==> config.mk <==
export PLATFORM = sky130hd
export DESIGN_NAME = atomic_cop_unit
export DESIGN_NICKNAME = d
export VERILOG_FILES = /design/src/rtl/atomic_cop_pkg.sv /design/src/rtl/mem_access_if.sv /design/src/rtl/atomic_cop_unit.sv /design/src/rtl/bus_access_seq.sv
export VERILOG_INCLUDE_DIRS = /design/src /design/src/rtl
export SDC_FILE = /design/constraint.sdc
export NUM_CORES = 2
export LEC_CHECK = 0
export BUFFER_PORTS_ARGS = -buffer_cell sky130_fd_sc_hd__buf_4
export CAP_MARGIN = 20
export CORE_UTILIZATION = 57
export DETAILED_ROUTE_END_ITERATION = 16
export PLACE_DENSITY_LB_ADDON = 0.05
export SETUP_SLACK_MARGIN = 0.5
export SYNTH_ARGS = -nofsm -noshare
export SYNTH_HDL_FRONTEND = slang
export SYNTH_SLANG_ARGS = --single-unit
==> constraint.sdc <==
create_clock -name ref_clk -period 6.19 [get_ports ref_clk]
set_clock_uncertainty 0.15 [all_clocks]
set_input_delay 0.3095 -clock ref_clk [delete_from_list [all_inputs] [get_ports ref_clk]]
set_output_delay 0.3095 -clock ref_clk [all_outputs]
set_load 0.02 [all_outputs]
==> src/rtl/atomic_cop_defs.svh <==
`ifndef ATOMIC_COP_DEFS_SVH
`define ATOMIC_COP_DEFS_SVH

// ==========
// widths and counts
`define AC_DATA_W      32
`define AC_STATE_WORDS 4
`define AC_IDX_W       8

// ==========
// condition code layout: extend, negative, zero, overflow, carry
`define AC_CC_X 4
`define AC_CC_N 3
`define AC_CC_Z 2
`define AC_CC_V 1
`define AC_CC_C 0

// ==========
// data constants
`define AC_TAS_SET   8'h80
`define AC_BYTE_ONES 8'hFF
`define AC_CNT_END   16'hFFFF
`define AC_RESET_CC  5'h00

`endif

==> src/rtl/atomic_cop_pkg.sv <==
package atomic_cop_pkg;

  typedef enum logic [3:0] {
    OP_CAS, OP_DUAL_COMPARE_SWAP, OP_TAS, OP_BRANCH, OP_DBRANCH,
    OP_SETB, OP_TRAP, OP_GEN, OP_SAVE, OP_RESTORE
  } op_t;

  typedef enum logic [1:0] {SZ_BYTE, SZ_WORD, SZ_LONG} size_t;

  typedef enum logic [3:0] {
    S_IDLE, S_RDA, S_RDB, S_EVAL, S_WRA, S_WRB,
    S_COPOUT, S_SAVEIN, S_SAVEWR, S_RESTRD, S_FINISH
  } state_t;

  typedef struct packed {
    logic        busy;
    logic        req;
    logic        done;
    logic        we;
    logic [31:0] addr;
    logic [31:0] wdata;
    size_t       size;
    logic [31:0] rdata;
  } seq_state_t;

endpackage

==> src/rtl/mem_access_if.sv <==
`timescale 1ns/1ps
interface mem_access_if;
  logic                      go;
  logic                      we;
  logic [31:0]               addr;
  logic [31:0]               wdata;
  atomic_cop_pkg::size_t     size;
  logic                      done;
  logic [31:0]               rdata;

  modport issuer (output go, we, addr, wdata, size, input done, rdata);
  modport server (input go, we, addr, wdata, size, output done, rdata);
endinterface

==> src/rtl/atomic_cop_unit.sv <==
`timescale 1ns/1ps
`include "atomic_cop_defs.svh"
module atomic_cop_unit #(
  parameter int STATE_WORDS = `AC_STATE_WORDS
) (
  // clock and reset
  input  wire logic                  ref_clk,
  input  wire logic                  reset,
  // instruction command
  input  wire logic                  cmdValid,
  input  wire atomic_cop_pkg::op_t   cmdOp,
  input  wire atomic_cop_pkg::size_t cmdSize,
  input  wire logic                  cmdLong,
  input  wire logic [31:0]           cmdAddrA,
  input  wire logic [31:0]           cmdAddrB,
  input  wire logic [31:0]           cmdCmpA,
  input  wire logic [31:0]           cmdCmpB,
  input  wire logic [31:0]           cmdUpdA,
  input  wire logic [31:0]           cmdUpdB,
  input  wire logic [31:0]           cmdPc,
  input  wire logic [31:0]           cmdDisp,
  input  wire logic [4:0]            cmdCcr,
  // results
  output logic                       busy,
  output logic                       resDone,
  output logic [4:0]                 resCcr,
  output logic [31:0]                resPc,
  output logic [31:0]                resCmpA,
  output logic [31:0]                resCmpB,
  output logic [7:0]                 resSetByte,
  output logic                       resTrap,
  output logic [31:0]                resTrapData,
  // memory bus
  output logic                       memReq,
  output logic                       memWe,
  output logic [31:0]                memAddr,
  output logic [31:0]                memWdata,
  output atomic_cop_pkg::size_t      memSize,
  output logic                       memLock,
  input  wire logic                  memAck,
  input  wire logic [31:0]           memRdata,
  // coprocessor
  input  wire logic                  copCond,
  output logic                       copWordValid,
  output logic [31:0]                copWord,
  input  wire logic                  copAck,
  output logic                       copStateReq,
  input  wire logic                  copStateValid,
  input  wire logic [31:0]           copStateWord
);
  typedef struct packed {
    atomic_cop_pkg::state_t st;
    atomic_cop_pkg::op_t    op;
    atomic_cop_pkg::size_t  size;
    logic                   busy;
    logic                   done;
    logic                   lock;
    logic                   go;
    logic                   we;
    atomic_cop_pkg::size_t  bsize;
    logic [31:0]            addr;
    logic [31:0]            wdata;
    logic [31:0]            addrA;
    logic [31:0]            addrB;
    logic [31:0]            cmpA;
    logic [31:0]            cmpB;
    logic [31:0]            updA;
    logic [31:0]            updB;
    logic [31:0]            memA;
    logic [31:0]            memB;
    logic [4:0]             ccr;
    logic [31:0]            pc;
    logic [7:0]             setByte;
    logic                   trap;
    logic [31:0]            trapData;
    logic                   copValid;
    logic [31:0]            copWord;
    logic                   stateReq;
    logic [`AC_IDX_W-1:0]   idx;
  } unit_state_t;

  localparam logic [`AC_IDX_W-1:0] LAST_IDX = `AC_IDX_W'(STATE_WORDS - 1);

  unit_state_t s_r, s_nxt;
  mem_access_if acc ();

  bus_access_seq u_seq (
    .ref_clk  (ref_clk),
    .reset    (reset),
    .acc      (acc),
    .memReq   (memReq),
    .memWe    (memWe),
    .memAddr  (memAddr),
    .memWdata (memWdata),
    .memSize  (memSize),
    .memAck   (memAck),
    .memRdata (memRdata)
  );

  // ==========
  // helpers
  function automatic logic [31:0] sizeMask(input atomic_cop_pkg::size_t z);
    unique case (z)
      atomic_cop_pkg::SZ_BYTE: sizeMask = 32'h000000FF;
      atomic_cop_pkg::SZ_WORD: sizeMask = 32'h0000FFFF;
      default:                 sizeMask = 32'hFFFFFFFF;
    endcase
  endfunction

  // flags of destination minus source, returned as N Z V C
  function automatic logic [3:0] cmpFlags(input logic [31:0] d,
                                          input logic [31:0] sv,
                                          input atomic_cop_pkg::size_t z);
    logic [31:0] r;
    logic        sm;
    logic        dm;
    logic        rm;
    r = (d - sv) & sizeMask(z);
    sm = (z == atomic_cop_pkg::SZ_BYTE) ? sv[7] :
         (z == atomic_cop_pkg::SZ_WORD) ? sv[15] : sv[31];
    dm = (z == atomic_cop_pkg::SZ_BYTE) ? d[7] :
         (z == atomic_cop_pkg::SZ_WORD) ? d[15] : d[31];
    rm = (z == atomic_cop_pkg::SZ_BYTE) ? r[7] :
         (z == atomic_cop_pkg::SZ_WORD) ? r[15] : r[31];
    cmpFlags = {rm, (r == 32'h0), (~sm & dm & ~rm) | (sm & ~dm & rm),
                (sm & ~dm) | (rm & ~dm) | (sm & rm)};
  endfunction

  function automatic logic [31:0] extDisp(input logic [31:0] v,
                                          input logic lng);
    extDisp = lng ? v : {{16{v[15]}}, v[15:0]};
  endfunction

  // ==========
  // controller
  logic [3:0]  fa;
  logic [3:0]  fb;
  logic [15:0] cnt;
  logic [7:0]  tb;

  always_comb begin
    s_nxt = s_r;
    s_nxt.go = 1'b0;
    s_nxt.done = 1'b0;
    fa = cmpFlags(s_r.memA, s_r.cmpA, s_r.size);
    fb = cmpFlags(s_r.memB, s_r.cmpB, s_r.size);
    cnt = cmdCmpA[15:0] - 16'h0001;
    tb = s_r.memA[7:0];
    unique case (s_r.st)
      atomic_cop_pkg::S_IDLE: if (cmdValid) begin
        s_nxt.busy  = 1'b1;
        s_nxt.op    = cmdOp;
        s_nxt.size  = cmdSize;
        s_nxt.addrA = cmdAddrA;
        s_nxt.addrB = cmdAddrB;
        s_nxt.cmpA  = cmdCmpA;
        s_nxt.cmpB  = cmdCmpB;
        s_nxt.updA  = cmdUpdA;
        s_nxt.updB  = cmdUpdB;
        s_nxt.pc    = cmdPc;
        s_nxt.ccr   = cmdCcr;
        s_nxt.trap  = 1'b0;
        s_nxt.idx   = '0;
        s_nxt.st    = atomic_cop_pkg::S_FINISH;
        unique case (cmdOp)
          atomic_cop_pkg::OP_CAS, atomic_cop_pkg::OP_DUAL_COMPARE_SWAP,
          atomic_cop_pkg::OP_TAS: begin
            // lock raised with the first read
            s_nxt.lock  = 1'b1;
            s_nxt.go    = 1'b1;
            s_nxt.we    = 1'b0;
            s_nxt.addr  = cmdAddrA;
            s_nxt.bsize = (cmdOp == atomic_cop_pkg::OP_TAS) ?
                          atomic_cop_pkg::SZ_BYTE : cmdSize;
            if (cmdOp == atomic_cop_pkg::OP_TAS)
              s_nxt.size = atomic_cop_pkg::SZ_BYTE;
            s_nxt.st    = atomic_cop_pkg::S_RDA;
          end
          atomic_cop_pkg::OP_BRANCH:
            if (copCond)
              s_nxt.pc = cmdPc + extDisp(cmdDisp, cmdLong);
          atomic_cop_pkg::OP_DBRANCH: if (!copCond) begin
            s_nxt.cmpA = {cmdCmpA[31:16], cnt};
            if (cnt != `AC_CNT_END)
              s_nxt.pc = cmdPc + extDisp(cmdDisp, 1'b0);
          end
          atomic_cop_pkg::OP_SETB:
            s_nxt.setByte = copCond ? `AC_BYTE_ONES : 8'h00;
          atomic_cop_pkg::OP_TRAP: begin
            s_nxt.trap     = copCond;
            s_nxt.trapData = extDisp(cmdDisp, cmdLong);
          end
          atomic_cop_pkg::OP_GEN: begin
            s_nxt.copValid = 1'b1;
            s_nxt.copWord  = cmdCmpA;
            s_nxt.st       = atomic_cop_pkg::S_COPOUT;
          end
          atomic_cop_pkg::OP_SAVE: begin
            s_nxt.stateReq = 1'b1;
            s_nxt.st       = atomic_cop_pkg::S_SAVEIN;
          end
          atomic_cop_pkg::OP_RESTORE: begin
            s_nxt.go    = 1'b1;
            s_nxt.we    = 1'b0;
            s_nxt.addr  = cmdAddrA;
            s_nxt.bsize = atomic_cop_pkg::SZ_LONG;
            s_nxt.st    = atomic_cop_pkg::S_RESTRD;
          end
          default: s_nxt.st = atomic_cop_pkg::S_FINISH;
        endcase
      end
      atomic_cop_pkg::S_RDA: if (acc.done) begin
        s_nxt.memA = acc.rdata & sizeMask(s_r.size);
        if (s_r.op == atomic_cop_pkg::OP_DUAL_COMPARE_SWAP) begin
          s_nxt.go   = 1'b1;
          s_nxt.addr = s_r.addrB;
          s_nxt.st   = atomic_cop_pkg::S_RDB;
        end else begin
          s_nxt.st = atomic_cop_pkg::S_EVAL;
        end
      end
      atomic_cop_pkg::S_RDB: if (acc.done) begin
        s_nxt.memB = acc.rdata & sizeMask(s_r.size);
        s_nxt.st   = atomic_cop_pkg::S_EVAL;
      end
      atomic_cop_pkg::S_EVAL: begin
        s_nxt.st = atomic_cop_pkg::S_FINISH;
        s_nxt.we = 1'b1;
        s_nxt.addr = s_r.addrA;
        if (s_r.op == atomic_cop_pkg::OP_TAS) begin
          s_nxt.ccr[3:0] = {tb[7], (tb == 8'h00), 2'b00};
          s_nxt.wdata    = {24'h0, tb | `AC_TAS_SET};
          s_nxt.go       = 1'b1;
          s_nxt.st       = atomic_cop_pkg::S_WRA;
        end else begin
          // extend bit stays as loaded
          s_nxt.ccr[3:0] = (s_r.op == atomic_cop_pkg::OP_DUAL_COMPARE_SWAP && fa[2]) ?
                           fb : fa;
          if (fa[2] && (s_r.op == atomic_cop_pkg::OP_CAS || fb[2])) begin
            s_nxt.wdata = s_r.updA & sizeMask(s_r.size);
            s_nxt.go    = 1'b1;
            s_nxt.st    = atomic_cop_pkg::S_WRA;
          end else begin
            // no write follows, so the lock ends with the last read
            s_nxt.cmpA = (s_r.cmpA & ~sizeMask(s_r.size)) | s_r.memA;
            if (s_r.op == atomic_cop_pkg::OP_DUAL_COMPARE_SWAP)
              s_nxt.cmpB = (s_r.cmpB & ~sizeMask(s_r.size)) | s_r.memB;
            s_nxt.lock = 1'b0;
          end
        end
      end
      atomic_cop_pkg::S_WRA: if (acc.done) begin
        if (s_r.op == atomic_cop_pkg::OP_DUAL_COMPARE_SWAP) begin
          s_nxt.go    = 1'b1;
          s_nxt.addr  = s_r.addrB;
          s_nxt.wdata = s_r.updB & sizeMask(s_r.size);
          s_nxt.st    = atomic_cop_pkg::S_WRB;
        end else begin
          s_nxt.lock = 1'b0;
          s_nxt.st   = atomic_cop_pkg::S_FINISH;
        end
      end
      atomic_cop_pkg::S_WRB: if (acc.done) begin
        s_nxt.lock = 1'b0;
        s_nxt.st   = atomic_cop_pkg::S_FINISH;
      end
      atomic_cop_pkg::S_COPOUT: if (copAck) begin
        s_nxt.copValid = 1'b0;
        s_nxt.st       = atomic_cop_pkg::S_FINISH;
        if (s_r.op == atomic_cop_pkg::OP_RESTORE && s_r.idx != LAST_IDX) begin
          s_nxt.idx  = s_r.idx + 1'b1;
          s_nxt.go   = 1'b1;
          s_nxt.addr = s_r.addrA + {22'h0, s_r.idx + 1'b1, 2'b00};
          s_nxt.st   = atomic_cop_pkg::S_RESTRD;
        end
      end
      atomic_cop_pkg::S_RESTRD: if (acc.done) begin
        s_nxt.copWord  = acc.rdata;
        s_nxt.copValid = 1'b1;
        s_nxt.st       = atomic_cop_pkg::S_COPOUT;
      end
      atomic_cop_pkg::S_SAVEIN: if (copStateValid) begin
        s_nxt.stateReq = 1'b0;
        s_nxt.go       = 1'b1;
        s_nxt.we       = 1'b1;
        s_nxt.bsize    = atomic_cop_pkg::SZ_LONG;
        s_nxt.wdata    = copStateWord;
        s_nxt.addr     = s_r.addrA + {22'h0, s_r.idx, 2'b00};
        s_nxt.st       = atomic_cop_pkg::S_SAVEWR;
      end
      atomic_cop_pkg::S_SAVEWR: if (acc.done) begin
        s_nxt.st = atomic_cop_pkg::S_FINISH;
        if (s_r.idx != LAST_IDX) begin
          s_nxt.idx      = s_r.idx + 1'b1;
          s_nxt.stateReq = 1'b1;
          s_nxt.st       = atomic_cop_pkg::S_SAVEIN;
        end
      end
      atomic_cop_pkg::S_FINISH: begin
        s_nxt.done = 1'b1;
        s_nxt.busy = 1'b0;
        s_nxt.st   = atomic_cop_pkg::S_IDLE;
      end
    endcase
  end

  always_ff @(posedge ref_clk) begin
    if (reset) begin
      s_r <= '0;
    end else begin
      s_r <= s_nxt;
    end
  end

  // ==========
  // outputs, all from the state register
  assign acc.go       = s_r.go;
  assign acc.we       = s_r.we;
  assign acc.addr     = s_r.addr;
  assign acc.wdata    = s_r.wdata;
  assign acc.size     = s_r.bsize;
  // other masters see the lock and hold off the location
  assign memLock      = s_r.lock;
  assign busy         = s_r.busy;
  assign resDone      = s_r.done;
  assign resCcr       = s_r.ccr;
  assign resPc        = s_r.pc;
  assign resCmpA      = s_r.cmpA;
  assign resCmpB      = s_r.cmpB;
  assign resSetByte   = s_r.setByte;
  assign resTrap      = s_r.trap;
  assign resTrapData  = s_r.trapData;
  assign copWordValid = s_r.copValid;
  assign copWord      = s_r.copWord;
  assign copStateReq  = s_r.stateReq;
endmodule // atomic_cop_unit

==> src/rtl/bus_access_seq.sv <==
`timescale 1ns/1ps
module bus_access_seq (
  // clock and reset
  input  wire logic                  ref_clk,
  input  wire logic                  reset,
  // access requests from the controller
  mem_access_if.server               acc,
  // memory bus
  output logic                       memReq,
  output logic                       memWe,
  output logic [31:0]                memAddr,
  output logic [31:0]                memWdata,
  output atomic_cop_pkg::size_t      memSize,
  input  wire logic                  memAck,
  input  wire logic [31:0]           memRdata
);
  atomic_cop_pkg::seq_state_t s_r, s_nxt;

  // ==========
  // one bus access at a time; a new go while busy is dropped
  always_comb begin
    s_nxt = s_r;
    s_nxt.done = 1'b0;
    if (!s_r.busy && acc.go) begin
      s_nxt.busy  = 1'b1;
      s_nxt.req   = 1'b1;
      s_nxt.we    = acc.we;
      s_nxt.addr  = acc.addr;
      s_nxt.wdata = acc.wdata;
      s_nxt.size  = acc.size;
    end else if (s_r.req && memAck) begin
      s_nxt.busy  = 1'b0;
      s_nxt.req   = 1'b0;
      s_nxt.done  = 1'b1;
      s_nxt.rdata = memRdata;
    end
  end

  always_ff @(posedge ref_clk) begin
    if (reset) begin
      s_r <= '{busy: 1'b0, req: 1'b0, done: 1'b0, we: 1'b0,
               addr: 32'h0, wdata: 32'h0,
               size: atomic_cop_pkg::SZ_BYTE, rdata: 32'h0};
    end else begin
      s_r <= s_nxt;
    end
  end

  assign memReq    = s_r.req;
  assign memWe     = s_r.we;
  assign memAddr   = s_r.addr;
  assign memWdata  = s_r.wdata;
  assign memSize   = s_r.size;
  assign acc.done  = s_r.done;
  assign acc.rdata = s_r.rdata;
endmodule // bus_access_seq

==> impl_results.md <==
- Worst path required time: 6.55 ns
- Core area: 55,300 sq um
- Cell Area, Synth: 32,000 sq um
- Design Area, Final: 40,700 sq um
- Status: complete, no violations
- Largest net degree at the start of global routing: 188
- Largest register FFs: 210
- CP peak stage delay: 0.57 ns
- Area growth syn-to-layout: 27.0%
- FF+latch count, synth: 551
- Cells after Synth: 4,182
- HP Start: cmdCmpB[9]
- Buffers plus inverters on the worst setup path: 2
- Vias in the first global route: 32,000
- Die H: 239 um
- TritonCTS Buffers: 56
- Count of final setup violators: 0
- Fmax: 188 MHz
- Initial antenna violation count: 9
- Final net count: 5,197
- Clk_lat worst skew: 0.63 ns
- Most used flip-flop cell after synthesis: dfxtp_1
- Worst-path cell chain: inv_1 -> ha_1 -> nand4_1 -> nor3_1 -> nand2_1 -> a21oi_1 -> or2_4 -> xor2_1 -> or4b_1 -> or4_4 -> o41ai_4 -> nor3_2 -> nor3_4 -> buf_4 -> a21oi_1 -> a311oi_1
- Final period utilization: 0.859
- Drt via density: 6.12
- Row count: 86
- Clock transition at the registers of the reported paths: 0.07 ns
- Number of flops mapped to enable cells by yosys: 0
- Dpl hpwl: 78.9 mm
- TritonCTS clock tree: yes
- I/O Buffers: 585
- Synth unique cells: 102
- Gr usage total: 0.393
- Worst Setup SP: resCmpB[17]
- First-pass GRT wire length: 179 mm
- Setup crit start kind: register
- Final WL: 117 mm
- Share of post-route cells with drive strength above 1: 0.174
- Wire length per cell: 21.2 um
- Syn nets: 4,650
- Place WS: 0.769 ns
- DRT Pass-1 Iters: 9
- Power per Cell Area: 362 nW/um^2
- Max Cap Viol: 0
- Final worst-path setup slack: 0.873 ns
- Setup TNS: 0 ns
- RSZ-0062 raised after global routing: no
- Fillers: 4,361
- FF-to-FF Start: resCmpB[17]
- Initial cell density of the core: 0.579
- DP Area: 35,300 sq um
- CTS Buffer Depth: 3
- Drc violations: 0
- P_leak: 0.0164 uW
- Die X: 239 um
- Async set or reset register ratio after synthesis: 0
- Worst Hold Slack: 0.00765 ns
- Htree depth: 2
- Type of the worst min-delay path: in -> reg
- Vias: 33,900
- Slowest CP cell: buf_4
- Number of hold violations in the final report: 0
- Grt total ovfl: 0
- # clock sinks: 551
- Critical Path Most Common Cell: a21oi_1
- DIE AREA: 57,100 sq um
- Register area share after synthesis: 0.345
- 1st-iter DRT viols: 3,127
- Slew headroom: 0.353
- Crit path time final: 5.32 ns
- Nature of the critical path endpoint: register
- Final Max Tran Viols: 0
- CP arrival: 5.67 ns
- CTS root buf: clkbuf_16
- Syn. warnings: 0
- Synth Area per Inst: 7.66 sq um
- Worst-Margin Slew: 0.970 ns
- Most flop-heavy register: s_r
- CP Class: reg -> reg
- DRT antenna net count: 0
- CP top delay family: simple AND/OR/NAND/NOR gates
- Routability cong.: 0.971
- Maximum vdd drop: 265 uV
- I/O pin count: 586
- Worst Path Max Fanout: 66
[metal layers]
metal  vias to the layer above  GRT usage  wire, um
met3                       444     0.0768      9760
met1                     15900      0.471     45200
li1                      15900          -         -
met2                      1674      0.639     53600
met4                         8      0.262      8440
met5                         -          0        52
[placed cells by master (no fill, tap or decap), types with 11 or more instances in the layout]
master	netlist	routed
a211oi_1	90	90
a21o_1	62	62
a21oi_1	533	531
a222oi_1	56	56
a22o_1	38	38
a22o_2	11	11
a22oi_1	24	24
a311oi_1	88	88
a31oi_1	33	33
and2_1	17	16
and3_1	26	25
buf_4	175	631
bufinv_16	0	12
clkbuf_16	0	56
clkbuf_8	5	14
dfxtp_1	551	551
dlygate4sd3_1	0	321
ha_1	126	126
inv_1	119	119
mux2i_1	31	31
nand2_1	793	792
nand2b_1	29	28
nand3_1	124	123
nand4_1	29	29
nor2_1	267	264
nor2b_1	31	30
nor3_1	59	57
nor4_1	21	18
o211ai_1	16	16
o21a_1	16	15
o21ai_0	153	153
o21bai_1	19	19
o22ai_1	17	17
or2_2	12	12
or3_1	14	14
xnor2_1	70	70
xor2_1	52	52
[area by class of cell]
class / count / area [sq um] / area share
Clock buffer: 79 / 1630 / 0.0400
Tap cell: 748 / 936 / 0.0230
Inverter: 119 / 447 / 0.0110
Sequential cell: 551 / 11000 / 0.271
Timing Repair Buffer: 957 / 8050 / 0.198
Clock inverter: 26 / 465 / 0.0114
Antenna cell: 6 / 15.0 / 0.000369
Multi-Input combinational cell: 3044 / 18100 / 0.445
[worst reg2reg max path, cell delays in order (launching register included)]
cell      delay (ns)
dfxtp_1         0.37
inv_1           0.07
ha_1            0.46
nand4_1         0.20
nor3_1          0.38
nand2_1         0.10
a21oi_1         0.24
or2_4           0.19
xor2_1          0.06
or4b_1          0.53
or4_4           0.54
o41ai_4         0.47
nor3_2          0.11
nor3_4          0.21
buf_4           0.57
a21oi_1         0.25
a311oi_1        0.33
[cells by family (layout without fill, tap and decap cells)]
kind of cell | after synthesis | count (layout) | share of synthesized area
adder cells (fa/ha/maj) | 131 | 131 | 0.0517
flip-flops | 551 | 551 | 0.345
other | 0 | 6 | 0
buffers and inverters | 587 | 1181 | 0.0938
AND/OR/NAND/NOR | 1469 | 1469 | 0.200
XOR/XNOR | 122 | 122 | 0.0334
multiplexers | 36 | 36 | 0.0115
AO/OA/AOI/OAI | 1286 | 1286 | 0.265
[final timing paths]
path	depth (start not counted)	slack [ns]	endpoint
hold reg to reg	2	0.30	u_seq.memWdata[1]
hold / removal	3	0.008	resCmpB[9]
setup / recovery	16	0.87	acc.wdata[21]
setup reg to reg	16	0.87	acc.wdata[21]
[timing repair]
action                                  in CTS  in global routing
endpoints found under the setup margin       0                 23
gates resized for setup                      0                  1
endpoints found under the hold margin      358                  0
buffers inserted                             0                  1
hold buffers                               321                  0
[per-stage QoR]
| stage | std cells | util | total power (uW) |
|---|---|---|---|
| after global placement | 5096 | 0.638 | 10500 |
| after CTS | 5522 | 0.734 | 14600 |
| final | 5530 | 0.735 | 14700 |
| after detailed placement | 5096 | 0.638 | 10600 |
| after global routing | 5529 | 0.735 | 15500 |
| after floorplan | 4182 | - | 9000 |
[Yosys cell counts (23+ instances only)]
| library cell | count | area, sq um |
|---|---|---|
| nand2_1 | 793 | 2980 |
| dfxtp_1 | 551 | 11000 |
| a21oi_1 | 533 | 2670 |
| nor2_1 | 267 | 1000 |
| clkbuf_1 | 249 | 935 |
| buf_4 | 175 | 1310 |
| o21ai_0 | 153 | 766 |
| ha_1 | 126 | 1580 |
| nand3_1 | 124 | 621 |
| inv_1 | 119 | 447 |
| a211oi_1 | 90 | 676 |
| a311oi_1 | 88 | 771 |
| xnor2_1 | 70 | 613 |
| a21o_1 | 62 | 465 |
| nor3_1 | 59 | 295 |
| a222oi_1 | 56 | 561 |
| xor2_1 | 52 | 455 |
| a22o_1 | 38 | 333 |
| a31oi_1 | 33 | 206 |
| mux2i_1 | 31 | 310 |
| nor2b_1 | 31 | 194 |
| nand2b_1 | 29 | 181 |
| nand4_1 | 29 | 181 |
| and3_1 | 26 | 163 |
| a22oi_1 | 24 | 180 |
| buf_1 | 23 | 86.3 |
[where the power goes]
group	switching [uW]	total [uW]	internal, uW
logic	3820	6120	2300
clock network	1520	3860	2340
registers	535	4760	4220
total	5880	14700	8860
Note: power is estimated with default switching activity, not from simulation.
